[config.mk]
export PLATFORM = sky130hd
export DESIGN_NAME = osp_sync_params
export DESIGN_NICKNAME = d
export VERILOG_FILES = /design/src/osp_pkg.sv /design/src/osp_sync_params.sv /design/src/osp_sat_counter.sv
export VERILOG_INCLUDE_DIRS = /design/src /design/src/src
export SDC_FILE = /design/constraint.sdc
export NUM_CORES = 1
export LEC_CHECK = 0
export BUFFER_PORTS_ARGS = -buffer_cell sky130_fd_sc_hd__buf_2
export CORE_AREA = 3 3 214 216
export CTS_CLUSTER_DIAMETER = 30
export DETAILED_ROUTE_END_ITERATION = 8
export DIE_AREA = 0 0 217 219
export MAX_ROUTING_LAYER = met4
export PLACE_DENSITY = 0.83
export SLEW_MARGIN = 30
export SYNTH_ARGS = -nofsm -noshare
export SYNTH_HDL_FRONTEND = slang
export SYNTH_HIERARCHICAL = 1
export SYNTH_SLANG_ARGS = --single-unit
[constraint.sdc]
create_clock -name pclk -period 4.56 [get_ports pclk]
set_input_delay 0.456 -clock pclk [delete_from_list [all_inputs] [get_ports pclk]]
set_output_delay 0.456 -clock pclk [all_outputs]
set_load 0.005 [all_outputs]
[src/osp_consts.svh]
// Offsets, field positions, reset values and timing constants of the output sync parameter block.
`ifndef OSP_CONSTS_SVH
`define OSP_CONSTS_SVH

// ----------------------------------------------------------------------------
// Register indices (byte address is four times the index)
// ----------------------------------------------------------------------------
`define OSP_IDX_ENTRY_COUNT    8'h00
`define OSP_IDX_MODE_SELECT    8'h01
`define OSP_IDX_CYCLE_PERIOD   8'h02
`define OSP_IDX_OUTPUT_SHIFT   8'h03
`define OSP_IDX_SUPPORTED      8'h04
`define OSP_IDX_MIN_CYCLE      8'h05
`define OSP_IDX_EVENT_GAP      8'h06
`define OSP_IDX_MEASURE_CTRL   8'h08
`define OSP_IDX_OUTPUT_DELAY   8'h09
`define OSP_IDX_MISSED_COUNT   8'h0B
`define OSP_IDX_OVERRUN_COUNT  8'h0C
`define OSP_IDX_SHORT_GAP      8'h0D
`define OSP_IDX_LATE_FLAG      8'h20
`define OSP_IDX_IRQ_STATUS     8'h21
`define OSP_IDX_IRQ_MASK       8'h22

// ----------------------------------------------------------------------------
// Reset values
// ----------------------------------------------------------------------------
`define OSP_RST_ENTRY_COUNT    8'h14
`define OSP_RST_MODE_SELECT    16'h0001
`define OSP_RST_CYCLE_PERIOD   32'h000AAE60
`define OSP_RST_OUTPUT_SHIFT   32'h00000000
`define OSP_RST_SUPPORTED      16'h8007
`define OSP_RST_MIN_CYCLE      32'h000AAE60
`define OSP_RST_EVENT_GAP      32'h00000000
`define OSP_RST_MEASURE_CTRL   16'h0000
`define OSP_RST_OUTPUT_DELAY   32'h00000000
`define OSP_RST_IRQ_MASK       4'h0

// ----------------------------------------------------------------------------
// Mode encodings and field positions
// ----------------------------------------------------------------------------
`define OSP_MODE_FREE_RUN      16'h0000
`define OSP_MODE_SM_EVENT      16'h0001
`define OSP_MODE_DC_SYNC0      16'h0002
`define OSP_MODE_DC_SYNC1      16'h0003
`define OSP_MEASURE_BIT        0
`define OSP_IRQ_MISSED_BIT     0
`define OSP_IRQ_OVERRUN_BIT    1
`define OSP_IRQ_SHORT_BIT      2
`define OSP_IRQ_LATE_BIT       3
`define OSP_IRQ_WIDTH          4

// ----------------------------------------------------------------------------
// Timing
// ----------------------------------------------------------------------------
`define OSP_CLK_PERIOD_NS      20
`define OSP_NS_PER_CYCLE       32'(`OSP_CLK_PERIOD_NS)

`endif

[src/osp_pkg.sv]
// Types shared by the output sync parameter block.
package osp_pkg;

	typedef logic [31:0] osp_word_t;

	typedef struct packed {
		logic [15:0] count;
	} osp_cnt_s;

	typedef struct packed {
		logic [15:0] mode;
		osp_word_t   cycle_period;
		osp_word_t   output_shift;
		logic [15:0] supported;
		osp_word_t   min_cycle;
		osp_word_t   event_gap;
		logic [15:0] measure_ctrl;
		osp_word_t   output_delay;
		logic        late_flag;
		logic [3:0]  irq_status;
		logic [3:0]  irq_mask;
		osp_word_t   prdata;
		logic        pslverr;
		osp_word_t   timer_ns;
		osp_word_t   cyc_ns;
		osp_word_t   s0_ns;
		osp_word_t   s1_ns;
		osp_word_t   arm_ns;
		logic        armed;
		logic        sm_seen;
		logic        busy;
		logic        data_seen;
		logic        out_update;
	} osp_state_s;

endpackage

[src/osp_sync_params.sv]
// APB register bank and timing logic for the output synchronization parameters.
//
// Design decision made here: the APB register port.
`timescale 1ns/1ps
`include "osp_consts.svh"

module osp_sync_params
	import osp_pkg::*;
(
	input  wire logic        pclk,
	input  wire logic        presetn,
	input  wire logic        psel,
	input  wire logic        penable,
	input  wire logic        pwrite,
	input  wire logic [7:0]  paddr,
	input  wire logic [31:0] pwdata,
	output logic      [31:0] prdata,
	output logic             pready,
	output logic             pslverr,
	input  wire logic        sm_event,
	input  wire logic        sync0,
	input  wire logic        sync1,
	input  wire logic        op_state,
	input  wire logic        out_data_ready,
	input  wire logic        out_done,
	output logic             out_update,
	output logic             sync_error_pdo,
	output logic             irq
);

	// ------------------------------------------------------------------------
	// Decode helpers
	// ------------------------------------------------------------------------

	// Register index of a byte address; low two bits must be zero.
	function automatic logic [7:0] reg_index(input logic [7:0] addr);
		reg_index = {2'b00, addr[7:2]};
	endfunction

	// True for every aligned address whose index holds a register.
	function automatic logic reg_mapped(input logic [7:0] addr);
		logic [7:0] idx;
		idx = reg_index(addr);
		reg_mapped = (addr[1:0] == 2'b00) && (
			idx == `OSP_IDX_ENTRY_COUNT   || idx == `OSP_IDX_MODE_SELECT  ||
			idx == `OSP_IDX_CYCLE_PERIOD  || idx == `OSP_IDX_OUTPUT_SHIFT ||
			idx == `OSP_IDX_SUPPORTED     || idx == `OSP_IDX_MIN_CYCLE    ||
			idx == `OSP_IDX_EVENT_GAP     || idx == `OSP_IDX_MEASURE_CTRL ||
			idx == `OSP_IDX_OUTPUT_DELAY  || idx == `OSP_IDX_MISSED_COUNT ||
			idx == `OSP_IDX_OVERRUN_COUNT || idx == `OSP_IDX_SHORT_GAP    ||
			idx == `OSP_IDX_LATE_FLAG     || idx == `OSP_IDX_IRQ_STATUS   ||
			idx == `OSP_IDX_IRQ_MASK);
	endfunction

	// Both distributed-clock modes.
	function automatic logic is_dc(input logic [15:0] mode);
		is_dc = (mode == `OSP_MODE_DC_SYNC0) || (mode == `OSP_MODE_DC_SYNC1);
	endfunction

	// Elapsed-time counters stick at the top instead of wrapping.
	function automatic osp_word_t sat_add(input osp_word_t t);
		sat_add = (t > (32'hFFFFFFFF - `OSP_NS_PER_CYCLE)) ? 32'hFFFFFFFF : t + `OSP_NS_PER_CYCLE;
	endfunction

	// ------------------------------------------------------------------------
	// State and counters
	// ------------------------------------------------------------------------
	osp_state_s  st_reg;
	osp_state_s  st_next;
	logic [2:0]  cnt_inc;
	logic [2:0]  cnt_clr;
	logic [15:0] cnt_val [3];
	logic        wr_access;
	logic        rd_setup;
	logic [7:0]  acc_idx;
	logic        mode_dc;
	logic        cycle_start;
	logic        fire;
	logic        ev_missed;
	logic        ev_overrun;
	logic        ev_short;
	logic        ev_late;
	logic [3:0]  ev_vec;

	// Three identical diagnostic counters: missed, overrun, short gap.
	genvar gi;
	generate
		for (gi = 0; gi < 3; gi++) begin : g_cnt
			osp_sat_counter #(.WIDTH(16)) u_cnt (
				.pclk    (pclk),
				.presetn (presetn),
				.inc     (cnt_inc[gi]),
				.clr     (cnt_clr[gi]),
				.count   (cnt_val[gi])
			);
		end
	endgenerate

	// ------------------------------------------------------------------------
	// Bus phase and event detection
	// ------------------------------------------------------------------------

	// Writes act in the access phase; read data is captured in setup so that
	// it comes from a flop while pready stays tied high.
	assign wr_access = psel && penable && pwrite;
	assign rd_setup  = psel && !penable;
	assign acc_idx   = reg_index(paddr);
	assign mode_dc   = is_dc(st_reg.mode);

	// The cycle is paced by the local timer, the SM event or a sync event.
	always_comb begin
		case (st_reg.mode)
			`OSP_MODE_FREE_RUN: cycle_start = (st_reg.timer_ns >= st_reg.cycle_period);
			`OSP_MODE_SM_EVENT: cycle_start = sm_event;
			`OSP_MODE_DC_SYNC0: cycle_start = sync0;
			`OSP_MODE_DC_SYNC1: cycle_start = sync1;
			default:            cycle_start = 1'b0;
		endcase
	end

	// Output strobe: immediate in free run and SM mode, delayed in DC modes.
	always_comb begin
		case (st_reg.mode)
			`OSP_MODE_FREE_RUN: fire = cycle_start;
			`OSP_MODE_SM_EVENT: fire = sm_event;
			`OSP_MODE_DC_SYNC0: fire = st_reg.armed && (st_reg.arm_ns >= st_reg.output_shift);
			`OSP_MODE_DC_SYNC1: fire = st_reg.armed && (st_reg.arm_ns >= st_reg.output_delay);
			default:            fire = 1'b0;
		endcase
	end

	// A SYNC0 with no SM event since the previous one means the event was lost.
	assign ev_missed  = mode_dc && op_state && sync0 && !(st_reg.sm_seen || sm_event);
	// A new cycle that finds the previous one unfinished is an overrun.
	assign ev_overrun = op_state && cycle_start && st_reg.busy && !out_done;
	// The SYNC1 came sooner after SYNC0 than the programmed interval.
	assign ev_short   = mode_dc && sync1 && (st_reg.s0_ns < st_reg.event_gap);
	// Outputs strobed before the application delivered its data are late.
	assign ev_late    = mode_dc && fire && !(st_reg.data_seen || out_data_ready);
	assign ev_vec     = {ev_late, ev_short, ev_overrun, ev_missed};

	// Writing zero to a counter clears it; other values are ignored.
	always_comb begin
		cnt_inc    = {ev_short, ev_overrun, ev_missed};
		cnt_clr[0] = wr_access && acc_idx == `OSP_IDX_MISSED_COUNT  && pwdata[15:0] == 16'h0000;
		cnt_clr[1] = wr_access && acc_idx == `OSP_IDX_OVERRUN_COUNT && pwdata[15:0] == 16'h0000;
		cnt_clr[2] = wr_access && acc_idx == `OSP_IDX_SHORT_GAP     && pwdata[15:0] == 16'h0000;
	end

	// ------------------------------------------------------------------------
	// Next-state logic
	// ------------------------------------------------------------------------
	always_comb begin
		st_next            = st_reg;
		st_next.out_update = fire;

		// Elapsed-time trackers in nanoseconds, advanced by one clock period.
		// They restart at one period so that the next event reads the whole interval, not one clock less.
		st_next.cyc_ns   = cycle_start ? `OSP_NS_PER_CYCLE : sat_add(st_reg.cyc_ns);
		st_next.s0_ns    = sync0 ? `OSP_NS_PER_CYCLE : sat_add(st_reg.s0_ns);
		st_next.s1_ns    = sync1 ? `OSP_NS_PER_CYCLE : sat_add(st_reg.s1_ns);
		st_next.timer_ns = (st_reg.mode != `OSP_MODE_FREE_RUN || cycle_start) ?
			`OSP_NS_PER_CYCLE : sat_add(st_reg.timer_ns);

		// Arm the delayed strobe on the reference event of the DC mode.
		if ((st_reg.mode == `OSP_MODE_DC_SYNC0 && sync0) ||
			(st_reg.mode == `OSP_MODE_DC_SYNC1 && sync1)) begin
			st_next.armed  = 1'b1;
			st_next.arm_ns = `OSP_NS_PER_CYCLE;
		end else if (fire || !mode_dc) begin
			st_next.armed  = 1'b0;
			st_next.arm_ns = 32'h00000000;
		end else begin
			st_next.arm_ns = sat_add(st_reg.arm_ns);
		end

		// Cycle bookkeeping for the missed, overrun and late checks.
		st_next.sm_seen   = sm_event || (st_reg.sm_seen && !sync0);
		st_next.busy      = cycle_start || (st_reg.busy && !out_done);
		st_next.data_seen = out_data_ready || (st_reg.data_seen && !cycle_start && !fire);

		// Register writes in the access phase; read-only targets are refused.
		if (wr_access) begin
			case (acc_idx)
				`OSP_IDX_MODE_SELECT:  st_next.mode         = pwdata[15:0];
				`OSP_IDX_CYCLE_PERIOD: st_next.cycle_period = pwdata;
				`OSP_IDX_OUTPUT_SHIFT: st_next.output_shift = pwdata;
				`OSP_IDX_SUPPORTED:    st_next.supported    = pwdata[15:0];
				`OSP_IDX_MIN_CYCLE:    st_next.min_cycle    = pwdata;
				`OSP_IDX_EVENT_GAP:    st_next.event_gap    = pwdata;
				`OSP_IDX_OUTPUT_DELAY: st_next.output_delay = pwdata;
				`OSP_IDX_LATE_FLAG:    st_next.late_flag    = pwdata[0];
				`OSP_IDX_IRQ_MASK:     st_next.irq_mask     = pwdata[3:0];
				`OSP_IDX_IRQ_STATUS:   st_next.irq_status   = st_reg.irq_status & ~pwdata[3:0];
				`OSP_IDX_MEASURE_CTRL: begin
					st_next.measure_ctrl = pwdata[15:0];
					// Rising into measurement wipes the old maxima first.
					if (pwdata[`OSP_MEASURE_BIT] && !st_reg.measure_ctrl[`OSP_MEASURE_BIT]) begin
						st_next.min_cycle    = 32'h00000000;
						st_next.event_gap    = 32'h00000000;
						st_next.output_delay = 32'h00000000;
					end
				end
				default: begin
				end
			endcase
		end

		// Measurement keeps the largest observed values; a sample larger than
		// a concurrent write replaces the written value.
		if (st_reg.measure_ctrl[`OSP_MEASURE_BIT]) begin
			if (cycle_start && st_reg.cyc_ns > st_next.min_cycle) begin
				st_next.min_cycle = st_reg.cyc_ns;
			end
			if (sync1 && st_reg.s0_ns > st_next.event_gap) begin
				st_next.event_gap = st_reg.s0_ns;
			end
			if (out_done && st_reg.s1_ns > st_next.output_delay) begin
				st_next.output_delay = st_reg.s1_ns;
			end
		end

		// Late flag is renewed on every DC strobe; hardware set beats a write.
		if (mode_dc && fire) begin
			st_next.late_flag = ev_late || (st_next.late_flag && ev_late);
		end
		if (ev_late) begin
			st_next.late_flag = 1'b1;
		end

		// Sticky status: a new event wins over a clear in the same cycle.
		st_next.irq_status = st_next.irq_status | ev_vec;

		// Read data and error answer are prepared in the setup cycle.
		if (rd_setup) begin
			st_next.pslverr = !reg_mapped(paddr) ||
				(pwrite && acc_idx == `OSP_IDX_ENTRY_COUNT);
			st_next.prdata  = 32'h00000000;
			if (!pwrite && reg_mapped(paddr)) begin
				case (acc_idx)
					`OSP_IDX_ENTRY_COUNT:   st_next.prdata = {24'h000000, `OSP_RST_ENTRY_COUNT};
					`OSP_IDX_MODE_SELECT:   st_next.prdata = {16'h0000, st_reg.mode};
					`OSP_IDX_CYCLE_PERIOD:  st_next.prdata = st_reg.cycle_period;
					`OSP_IDX_OUTPUT_SHIFT:  st_next.prdata = st_reg.output_shift;
					`OSP_IDX_SUPPORTED:     st_next.prdata = {16'h0000, st_reg.supported};
					`OSP_IDX_MIN_CYCLE:     st_next.prdata = st_reg.min_cycle;
					`OSP_IDX_EVENT_GAP:     st_next.prdata = st_reg.event_gap;
					`OSP_IDX_MEASURE_CTRL:  st_next.prdata = {16'h0000, st_reg.measure_ctrl};
					`OSP_IDX_OUTPUT_DELAY:  st_next.prdata = st_reg.output_delay;
					`OSP_IDX_MISSED_COUNT:  st_next.prdata = {16'h0000, cnt_val[0]};
					`OSP_IDX_OVERRUN_COUNT: st_next.prdata = {16'h0000, cnt_val[1]};
					`OSP_IDX_SHORT_GAP:     st_next.prdata = {16'h0000, cnt_val[2]};
					`OSP_IDX_LATE_FLAG:     st_next.prdata = {31'h00000000, st_reg.late_flag};
					`OSP_IDX_IRQ_STATUS:    st_next.prdata = {28'h0000000, st_reg.irq_status};
					`OSP_IDX_IRQ_MASK:      st_next.prdata = {28'h0000000, st_reg.irq_mask};
					default:                st_next.prdata = 32'h00000000;
				endcase
			end
		end else if (!psel) begin
			st_next.pslverr = 1'b0;
		end
	end

	// ------------------------------------------------------------------------
	// State register
	// ------------------------------------------------------------------------
	always_ff @(posedge pclk or negedge presetn) begin
		if (!presetn) begin
			st_reg              <= '0;
			st_reg.mode         <= `OSP_RST_MODE_SELECT;
			st_reg.cycle_period <= `OSP_RST_CYCLE_PERIOD;
			st_reg.output_shift <= `OSP_RST_OUTPUT_SHIFT;
			st_reg.supported    <= `OSP_RST_SUPPORTED;
			st_reg.min_cycle    <= `OSP_RST_MIN_CYCLE;
			st_reg.event_gap    <= `OSP_RST_EVENT_GAP;
			st_reg.measure_ctrl <= `OSP_RST_MEASURE_CTRL;
			st_reg.output_delay <= `OSP_RST_OUTPUT_DELAY;
			st_reg.irq_mask     <= `OSP_RST_IRQ_MASK;
		end else begin
			st_reg <= st_next;
		end
	end

	// ------------------------------------------------------------------------
	// Outputs
	// ------------------------------------------------------------------------

	// Zero-wait slave: every access completes in its first access cycle.
	assign pready         = 1'b1;
	assign prdata         = st_reg.prdata;
	assign pslverr        = st_reg.pslverr && psel && penable;
	assign out_update     = st_reg.out_update;
	assign sync_error_pdo = st_reg.late_flag;
	assign irq            = |(st_reg.irq_status & st_reg.irq_mask);

endmodule // osp_sync_params

[src/osp_sat_counter.sv]
// Saturating diagnostic counter with software clear.
`timescale 1ns/1ps
`include "osp_consts.svh"

module osp_sat_counter
	import osp_pkg::*;
#(
	parameter int WIDTH = 16
) (
	input  wire logic             pclk,
	input  wire logic             presetn,
	input  wire logic             inc,
	input  wire logic             clr,
	output logic [WIDTH-1:0]      count
);

	osp_cnt_s cnt_reg;
	osp_cnt_s cnt_next;

	// An event in the clearing cycle is kept, so the count restarts at one.
	always_comb begin
		cnt_next = cnt_reg;
		if (clr && inc) begin
			cnt_next.count = 16'h0001;
		end else if (clr) begin
			cnt_next.count = 16'h0000;
		end else if (inc && (cnt_reg.count != 16'hFFFF)) begin
			cnt_next.count = cnt_reg.count + 16'h0001;
		end
	end

	// State register.
	always_ff @(posedge pclk or negedge presetn) begin
		if (!presetn) begin
			cnt_reg <= '0;
		end else begin
			cnt_reg <= cnt_next;
		end
	end

	assign count = cnt_reg.count[WIDTH-1:0];

endmodule // osp_sat_counter

# Yosys cells after proc, flatten, opt, wreduce, memory -nomap -nowiden
# Cells that the tools add are included.
dict set report classes {
  n_addsub 8
  order_cmp 12
  eq_ne 21
  muxes 44
  bitwise_logic 4
  reduce_logical 96
}
# operator n
set ops {}
lappend ops {{32-bit two-way mux} 16}
lappend ops {{32-bit one-hot mux with 15 select lines} 1}
lappend ops {{32-bit one-hot mux with 2 select lines} 3}
lappend ops {{32-bit by 5-bit adder with 32-bit output, second input constant} 5}
lappend ops {{32-bit greater-than comparator, second input constant} 5}
lappend ops {{16-bit two-way mux} 10}
lappend ops {{64-bit two-way mux} 2}
lappend ops {{121-bit two-way mux} 1}
lappend ops {{32-bit >= comparator} 3}
lappend ops {{32-bit greater-than comparator} 3}
lappend ops {{16-bit by 1-bit adder with 16-bit output, second input constant} 3}
lappend ops {{16-bit != test, second input constant} 3}
lappend ops {{1-bit logical AND} 43}
lappend ops {{33-bit two-way mux} 1}
lappend ops {{16-bit by 2-bit equality test with 1-bit output, second input constant} 2}
lappend ops {{16-bit logical NOT} 2}
lappend ops {{32-bit less-than comparator} 1}
lappend ops {{6-bit by 4-bit equality test with 1-bit output, second input constant} 5}
lappend ops {{1-bit logical OR} 25}
lappend ops {{6-bit by 3-bit equality test with 1-bit output, second input constant} 3}
lappend ops {{6-bit equality test, second input constant} 3}
lappend ops {{16-bit by 1-bit equality test with 1-bit output, second input constant} 1}
lappend ops {{16-bit nonzero test} 1}
lappend ops {{6-bit by 2-bit equality test with 1-bit output, second input constant} 2}
lappend ops {{16 further kinds} 41}
dict set report totals {
  reg_bits 463
  in_bits 51
  output_inout_bits 37
  elab_cells 211
}

# Logic depth before layout (Yosys ltp)
dict set report logic_depth {
  word_depth 19
  depth_mapped 19
  mapped_depth_nobuf 15
}

# Cells and area by module
# Netlist, hierarchy kept.
# module n_inst cells_each area_per_inst_um2 seq_area_each_um2
set modules_own_cells {}
lappend modules_own_cells {osp_sync_params 1 2616 25265.5 10288.6}
lappend modules_own_cells {osp_sat_counter 3 95 922.1 400.4}

# Worst setup path before layout
# No wires, ideal clock.
dict set report synth_path {
  path_type {input -> register}
  start {input port paddr[7]}
  end {register st_reg[258] in the netlist's numbering}
  setup_time_ns 0.078
  t_arrival_ns 3.935
  required_ns 4.482
  slack_ns 0.547
  path_stages 18
  path_buffers 3
  path_cell_list {nor2_1 -> nand3b_1 -> nor3_1 -> and3_1 -> o21ai_1 -> clkbuf_1 -> a22oi_1 -> ha_1 -> a21o_1 -> a21o_1 -> a211oi_1 -> nor2_1 -> o31ai_1 -> a31o_2 -> clkbuf_1 -> clkbuf_1 -> nor2_1 -> a21oi_1}
}
# element line
set synth_rtl {}
lappend synth_rtl {{start: declaration} osp_sync_params.sv:15} ;# input wire logic [7:0] paddr,
lappend synth_rtl {{end signal: assignment} osp_sync_params.sv:280} ;# st_reg <= st_next;
lappend synth_rtl {{end: declaration} osp_sync_params.sv:68} ;# osp_state_s st_reg;

# Worst setup path in the final report
dict set report layout_path {
  start {register st_reg[373] in the netlist's numbering}
  end {register g_cnt[1].u_cnt.cnt_reg (netlist bit g_cnt[1].u_cnt/count[15])}
}
dict set report layout_via {
  elab_chain_len 7
  word_cells_on_any_way 9
  cone_classes {1 x order compare; 2 x mux; 6 x reduce/logical}
}
# element line
set layout_lines {}
lappend layout_lines {{32-bit >= comparator *} osp_sync_params.sv:113} ;# `OSP_MODE_FREE_RUN: cycle_start = (st_reg.timer_ns >= st_reg.cycle_period);
lappend layout_lines {{1-bit one-hot mux with 4 select lines *} osp_sync_params.sv:112} ;# case (st_reg.mode)
lappend layout_lines {{1-bit logical AND * (3 in a row)} osp_sync_params.sv:135} ;# assign ev_overrun = op_state && cycle_start && st_reg.busy && !out_done;
lappend layout_lines {{via ev_overrun} osp_sync_params.sv:80} ;# logic ev_overrun;
lappend layout_lines {{1-bit logical AND, on equally long branches} {osp_sat_counter.sv:27, osp_sat_counter.sv:23}}
lappend layout_lines {{3-bit nonzero test (no source line) / 16-bit two-way mux (equally long branches)} -}
lappend layout_lines {{end signal: assignment} osp_sat_counter.sv:37} ;# cnt_reg <= cnt_next;
lappend layout_lines {{end: declaration} osp_sat_counter.sv:17} ;# osp_cnt_s cnt_reg;
# The timed path passes the listed nets; every way through them passes the cells marked *.
# A chain may end at the register's enable or synchronous reset.

==> flow_metrics.env <==
export IMPL_status="complete, but fails checks"
export IMPL_violations="DRC"
export IMPL_cts_buffers=106
export IMPL_core_um2=44100
export IMPL_clock_sinks=458
export IMPL_insertion_delay_ns=0.65
export IMPL_synth_seq_cells=458
export IMPL_die_w_um=217
export IMPL_cts_resized=0
export IMPL_fin_area_um2=32700
export IMPL_timing_rr_start="st_reg[373]"
export IMPL_slew_viol_final=0
export IMPL_cts_setup_buffers=0
export IMPL_cp_cell_sequence="inv_1, ha_1, nand4_1, o311a_1, o21ai_0, nand4_1, a21boi_2, and3_1, nand4_4, or2_0, or4_1, a21oi_1"
export IMPL_vdd_ir_drop_max_v=0.000350
export IMPL_cts_root_buf="clkbuf_16"
export IMPL_worst_path_max_delay_cell="dfstp_2"
export IMPL_dp_hpwl_um=66200
export IMPL_crit_required_ns=5.13
export IMPL_worstPathMaxFanout=6
export IMPL_remaining_drc_errors=27
export IMPL_numPortBuffers=86
export IMPL_pin_count=88
export IMPL_final_cells=3657
export IMPL_synth_warnings=6
export IMPL_critical_path_endpoint_type="flop"
export IMPL_p_comb_share_pct=17.0
export IMPL_die_h_um=219
export IMPL_skew_ns=0.0306
export IMPL_ant_nets=0
export IMPL_grt_pass1_vias=24813
export IMPL_drive_gt1_share_pct=16.2
export IMPL_crit_family="simple AND/OR/NAND/NOR gates"
export IMPL_final_common_cell="dfrtp_1"
export IMPL_htree_levels=3
export IMPL_p_int_mw=10.8
export IMPL_swShare_pct=29.8
export IMPL_antenna_found_initial=3
export IMPL_largest_reg_flops=376
export IMPL_drt_iter0_markers=3181
export IMPL_synthesis_area_um2=28000
export IMPL_rsz0062_at_grt="false"
export IMPL_hold_path_class="input port to flop"
export IMPL_synth_edf_count=0
export IMPL_hold_violations=0
export IMPL_min_from="sm_event"
export IMPL_maxCapViolCount=0
export IMPL_clkPwrFrac_pct=50.7
export IMPL_worst_pin_slew_ns=0.969
export IMPL_vias_per_cell=6.80
export IMPL_place_gp_congestion=1.02
export IMPL_finalSetupViolations=0
export IMPL_areaGrowthSynthToFinish_pct=16.8
export IMPL_cts_hold_buffers=1
export IMPL_ys_types=77
export IMPL_post_dp_cell_area_um2=29000
export IMPL_cellLeakagePower_nw=14.8
export IMPL_dpl_cell_count=3455
export IMPL_layout_common_cells="dfrtp_1 (435), a21oi_1 (252), ha_1 (236), inv_1 (215), nand2_1 (196)"
export IMPL_critPathMaxStageDelay_ns=0.58
export IMPL_vias=24869
export IMPL_relSlewSlack_pct=35.2
export IMPL_overflow=0
export IMPL_crit_start="st_reg[373]"
export IMPL_startpoint_type="flop"
export IMPL_synth_ff_type="dfrtp_1"
export IMPL_switchingPower_mw=4.56
export IMPL_synth_nets=3188
export IMPL_start_util_pct=63.5
export IMPL_pwr_density_cell_nw_per_um2=468
export IMPL_min_period_ns=4.16
export IMPL_period_share_pct=91.3
export IMPL_crit_buf_inv=1
export IMPL_fill_cells=3067
export IMPL_drt_pass1_iter_count=9
export IMPL_cts_max_path_buffers=3
export IMPL_nets=3259
export IMPL_power_frac_seq_pct=32.3
export IMPL_rows=77
export IMPL_wire_per_inst_um=25.4
export IMPL_critPathArrivalTime_ns=4.73
export IMPL_tns_ns=0
export IMPL_die_area_um2=47500
export IMPL_cts_tree="done"
export IMPL_multi_input_area_um2=14900
export IMPL_drt_wl_total_um=92700
export IMPL_max_freq_mhz=240
export IMPL_clk_pin_slew_ns=0.05
export IMPL_grt_use_total_pct=40.3
export IMPL_grt_max_degree=109
export IMPL_path_common_cell="nand4_1"
export IMPL_synth_area_per_cell_um2=9.66
export IMPL_seqCellArea_um2=11500
export IMPL_crit_type="flop to flop"
export IMPL_grt_first_pass_wirelength_um=144000
export IMPL_syn_inst=2901
export IMPL_async_reset_ff_share_pct=100
export IMPL_yosysSeqAreaShare_pct=41.0
[kinds of logic (layout without fill, tap and decap cells)]
logic type	after synthesis	count (layout)	synth area share, %
AND/OR/NAND/NOR	764	764	14.0
AO/OA/AOI/OAI	741	741	17.8
flip-flops	458	458	41.0
buffers and inverters	399	560	6.07
adder cells (fa/ha/maj)	236	236	10.5
multiplexers	176	176	6.67
XOR/XNOR	126	126	3.94
other	1	4	0.0134
[Yosys cell counts (all sizes together), types with 7 or more instances]
| cell | instances | area share [%] |
|---|---|---|
| xor2 | 53 | 1.7 |
| dfstp | 23 | 2.2 |
| and4 | 11 | 0.34 |
| buf | 55 | 1.3 |
| mux2 | 87 | 3.5 |
| nand2b | 11 | 0.25 |
| nand3 | 112 | 2.0 |
| o21ai | 114 | 2.0 |
| o31ai | 20 | 0.54 |
| a221oi | 19 | 0.59 |
| o211ai | 12 | 0.32 |
| clkbuf | 126 | 1.8 |
| dfrtp | 435 | 39 |
| a2111oi | 7 | 0.24 |
| ha | 236 | 11 |
| a32oi | 59 | 1.8 |
| nor3 | 53 | 0.95 |
| or3 | 18 | 0.40 |
| a21o | 29 | 0.78 |
| nor2 | 154 | 2.1 |
| or4 | 26 | 0.71 |
| a22o | 41 | 1.3 |
| inv | 215 | 2.9 |
| a211oi | 20 | 0.54 |
| xnor2 | 73 | 2.3 |
| a21oi | 263 | 4.8 |
| o21a | 12 | 0.32 |
| nor4 | 21 | 0.52 |
| nand2 | 197 | 2.6 |
| nand4 | 80 | 2.2 |
| a222oi | 35 | 1.2 |
| mux2i | 89 | 3.2 |
| nor2b | 14 | 0.31 |
| nand3b | 7 | 0.19 |
| or2 | 10 | 0.22 |
| and2 | 7 | 0.16 |
| and3 | 37 | 0.83 |
| a22oi | 70 | 1.9 |
[final cells by class]
type                            count  area share, %
Multi-Input combinational cell   2044           45.7
Sequential cell                   458           35.1
Clock buffer                      131           8.79
Timing Repair Buffer              147           3.21
Clock inverter                     67           2.50
Inverter                          215           2.46
Tap cell                          592           2.26
Antenna cell                        3         0.0229
[worst paths after layout]
kind	end	slack (ns)	cells past startpoint
setup reg to reg	g_cnt[1].u_cnt/count[15]	0.40	12
min in group asynchronous	st_reg[145]	0.54	2
hold / removal	st_reg[3]	0.04	2
hold reg to reg	st_reg[332]	0.50	1
max in group asynchronous	st_reg[297]	2.95	3
setup / recovery	g_cnt[1].u_cnt/count[15]	0.40	12
[power groups by stage]
stage | Combinational [mW] | Sequential, mW | Clock, mW
3_3_place_gp | 2.37 | 4.96 | 0
2_1_floorplan | 1.69 | 4.75 | 0
6_report | 2.60 | 4.95 | 7.77
4_1_cts | 2.54 | 4.91 | 7.80
3_5_place_dp | 2.49 | 4.96 | 0
5_1_grt | 2.86 | 4.96 | 8.06
[layer usage]
| layer | vias to the layer above | GRT usage, % | share of wire, % | wire, µm |
|---|---|---|---|---|
| met5 | - | - | 0 | 0 |
| met4 | 0 | 22.9 | 6.7 | 6210 |
| met3 | 350 | 8.34 | 9.8 | 9050 |
| met2 | 1515 | 60.8 | 45 | 41700 |
| met1 | 12181 | 50.8 | 39 | 35800 |
| li1 | 10823 | - | - | - |
[worst reg2reg max path: stages, from the launching register on]
cell and delay, ns:
dfstp_2 0.58, inv_1 0.08, ha_1 0.30, nand4_1 0.11
o311a_1 0.34, o21ai_0 0.48, nand4_1 0.24, a21boi_2 0.28
and3_1 0.50, nand4_4 0.18, or2_0 0.34, or4_1 0.51
a21oi_1 0.16
[stage by stage]
step	utilization (%)	setup slack [ns]	hold WS (ns)	total power [mW]
5_1_grt	74.2	0.346	0.0499	15.9
2_1_floorplan	-	0.547	0.160	6.44
3_5_place_dp	65.8	0.0235	0.487	7.45
4_1_cts	74.2	0.495	0.0183	15.3
6_report	74.2	0.397	0.0427	15.3
3_3_place_gp	65.7	0.151	0.470	7.33
Power figures use the tool's default switching activity.
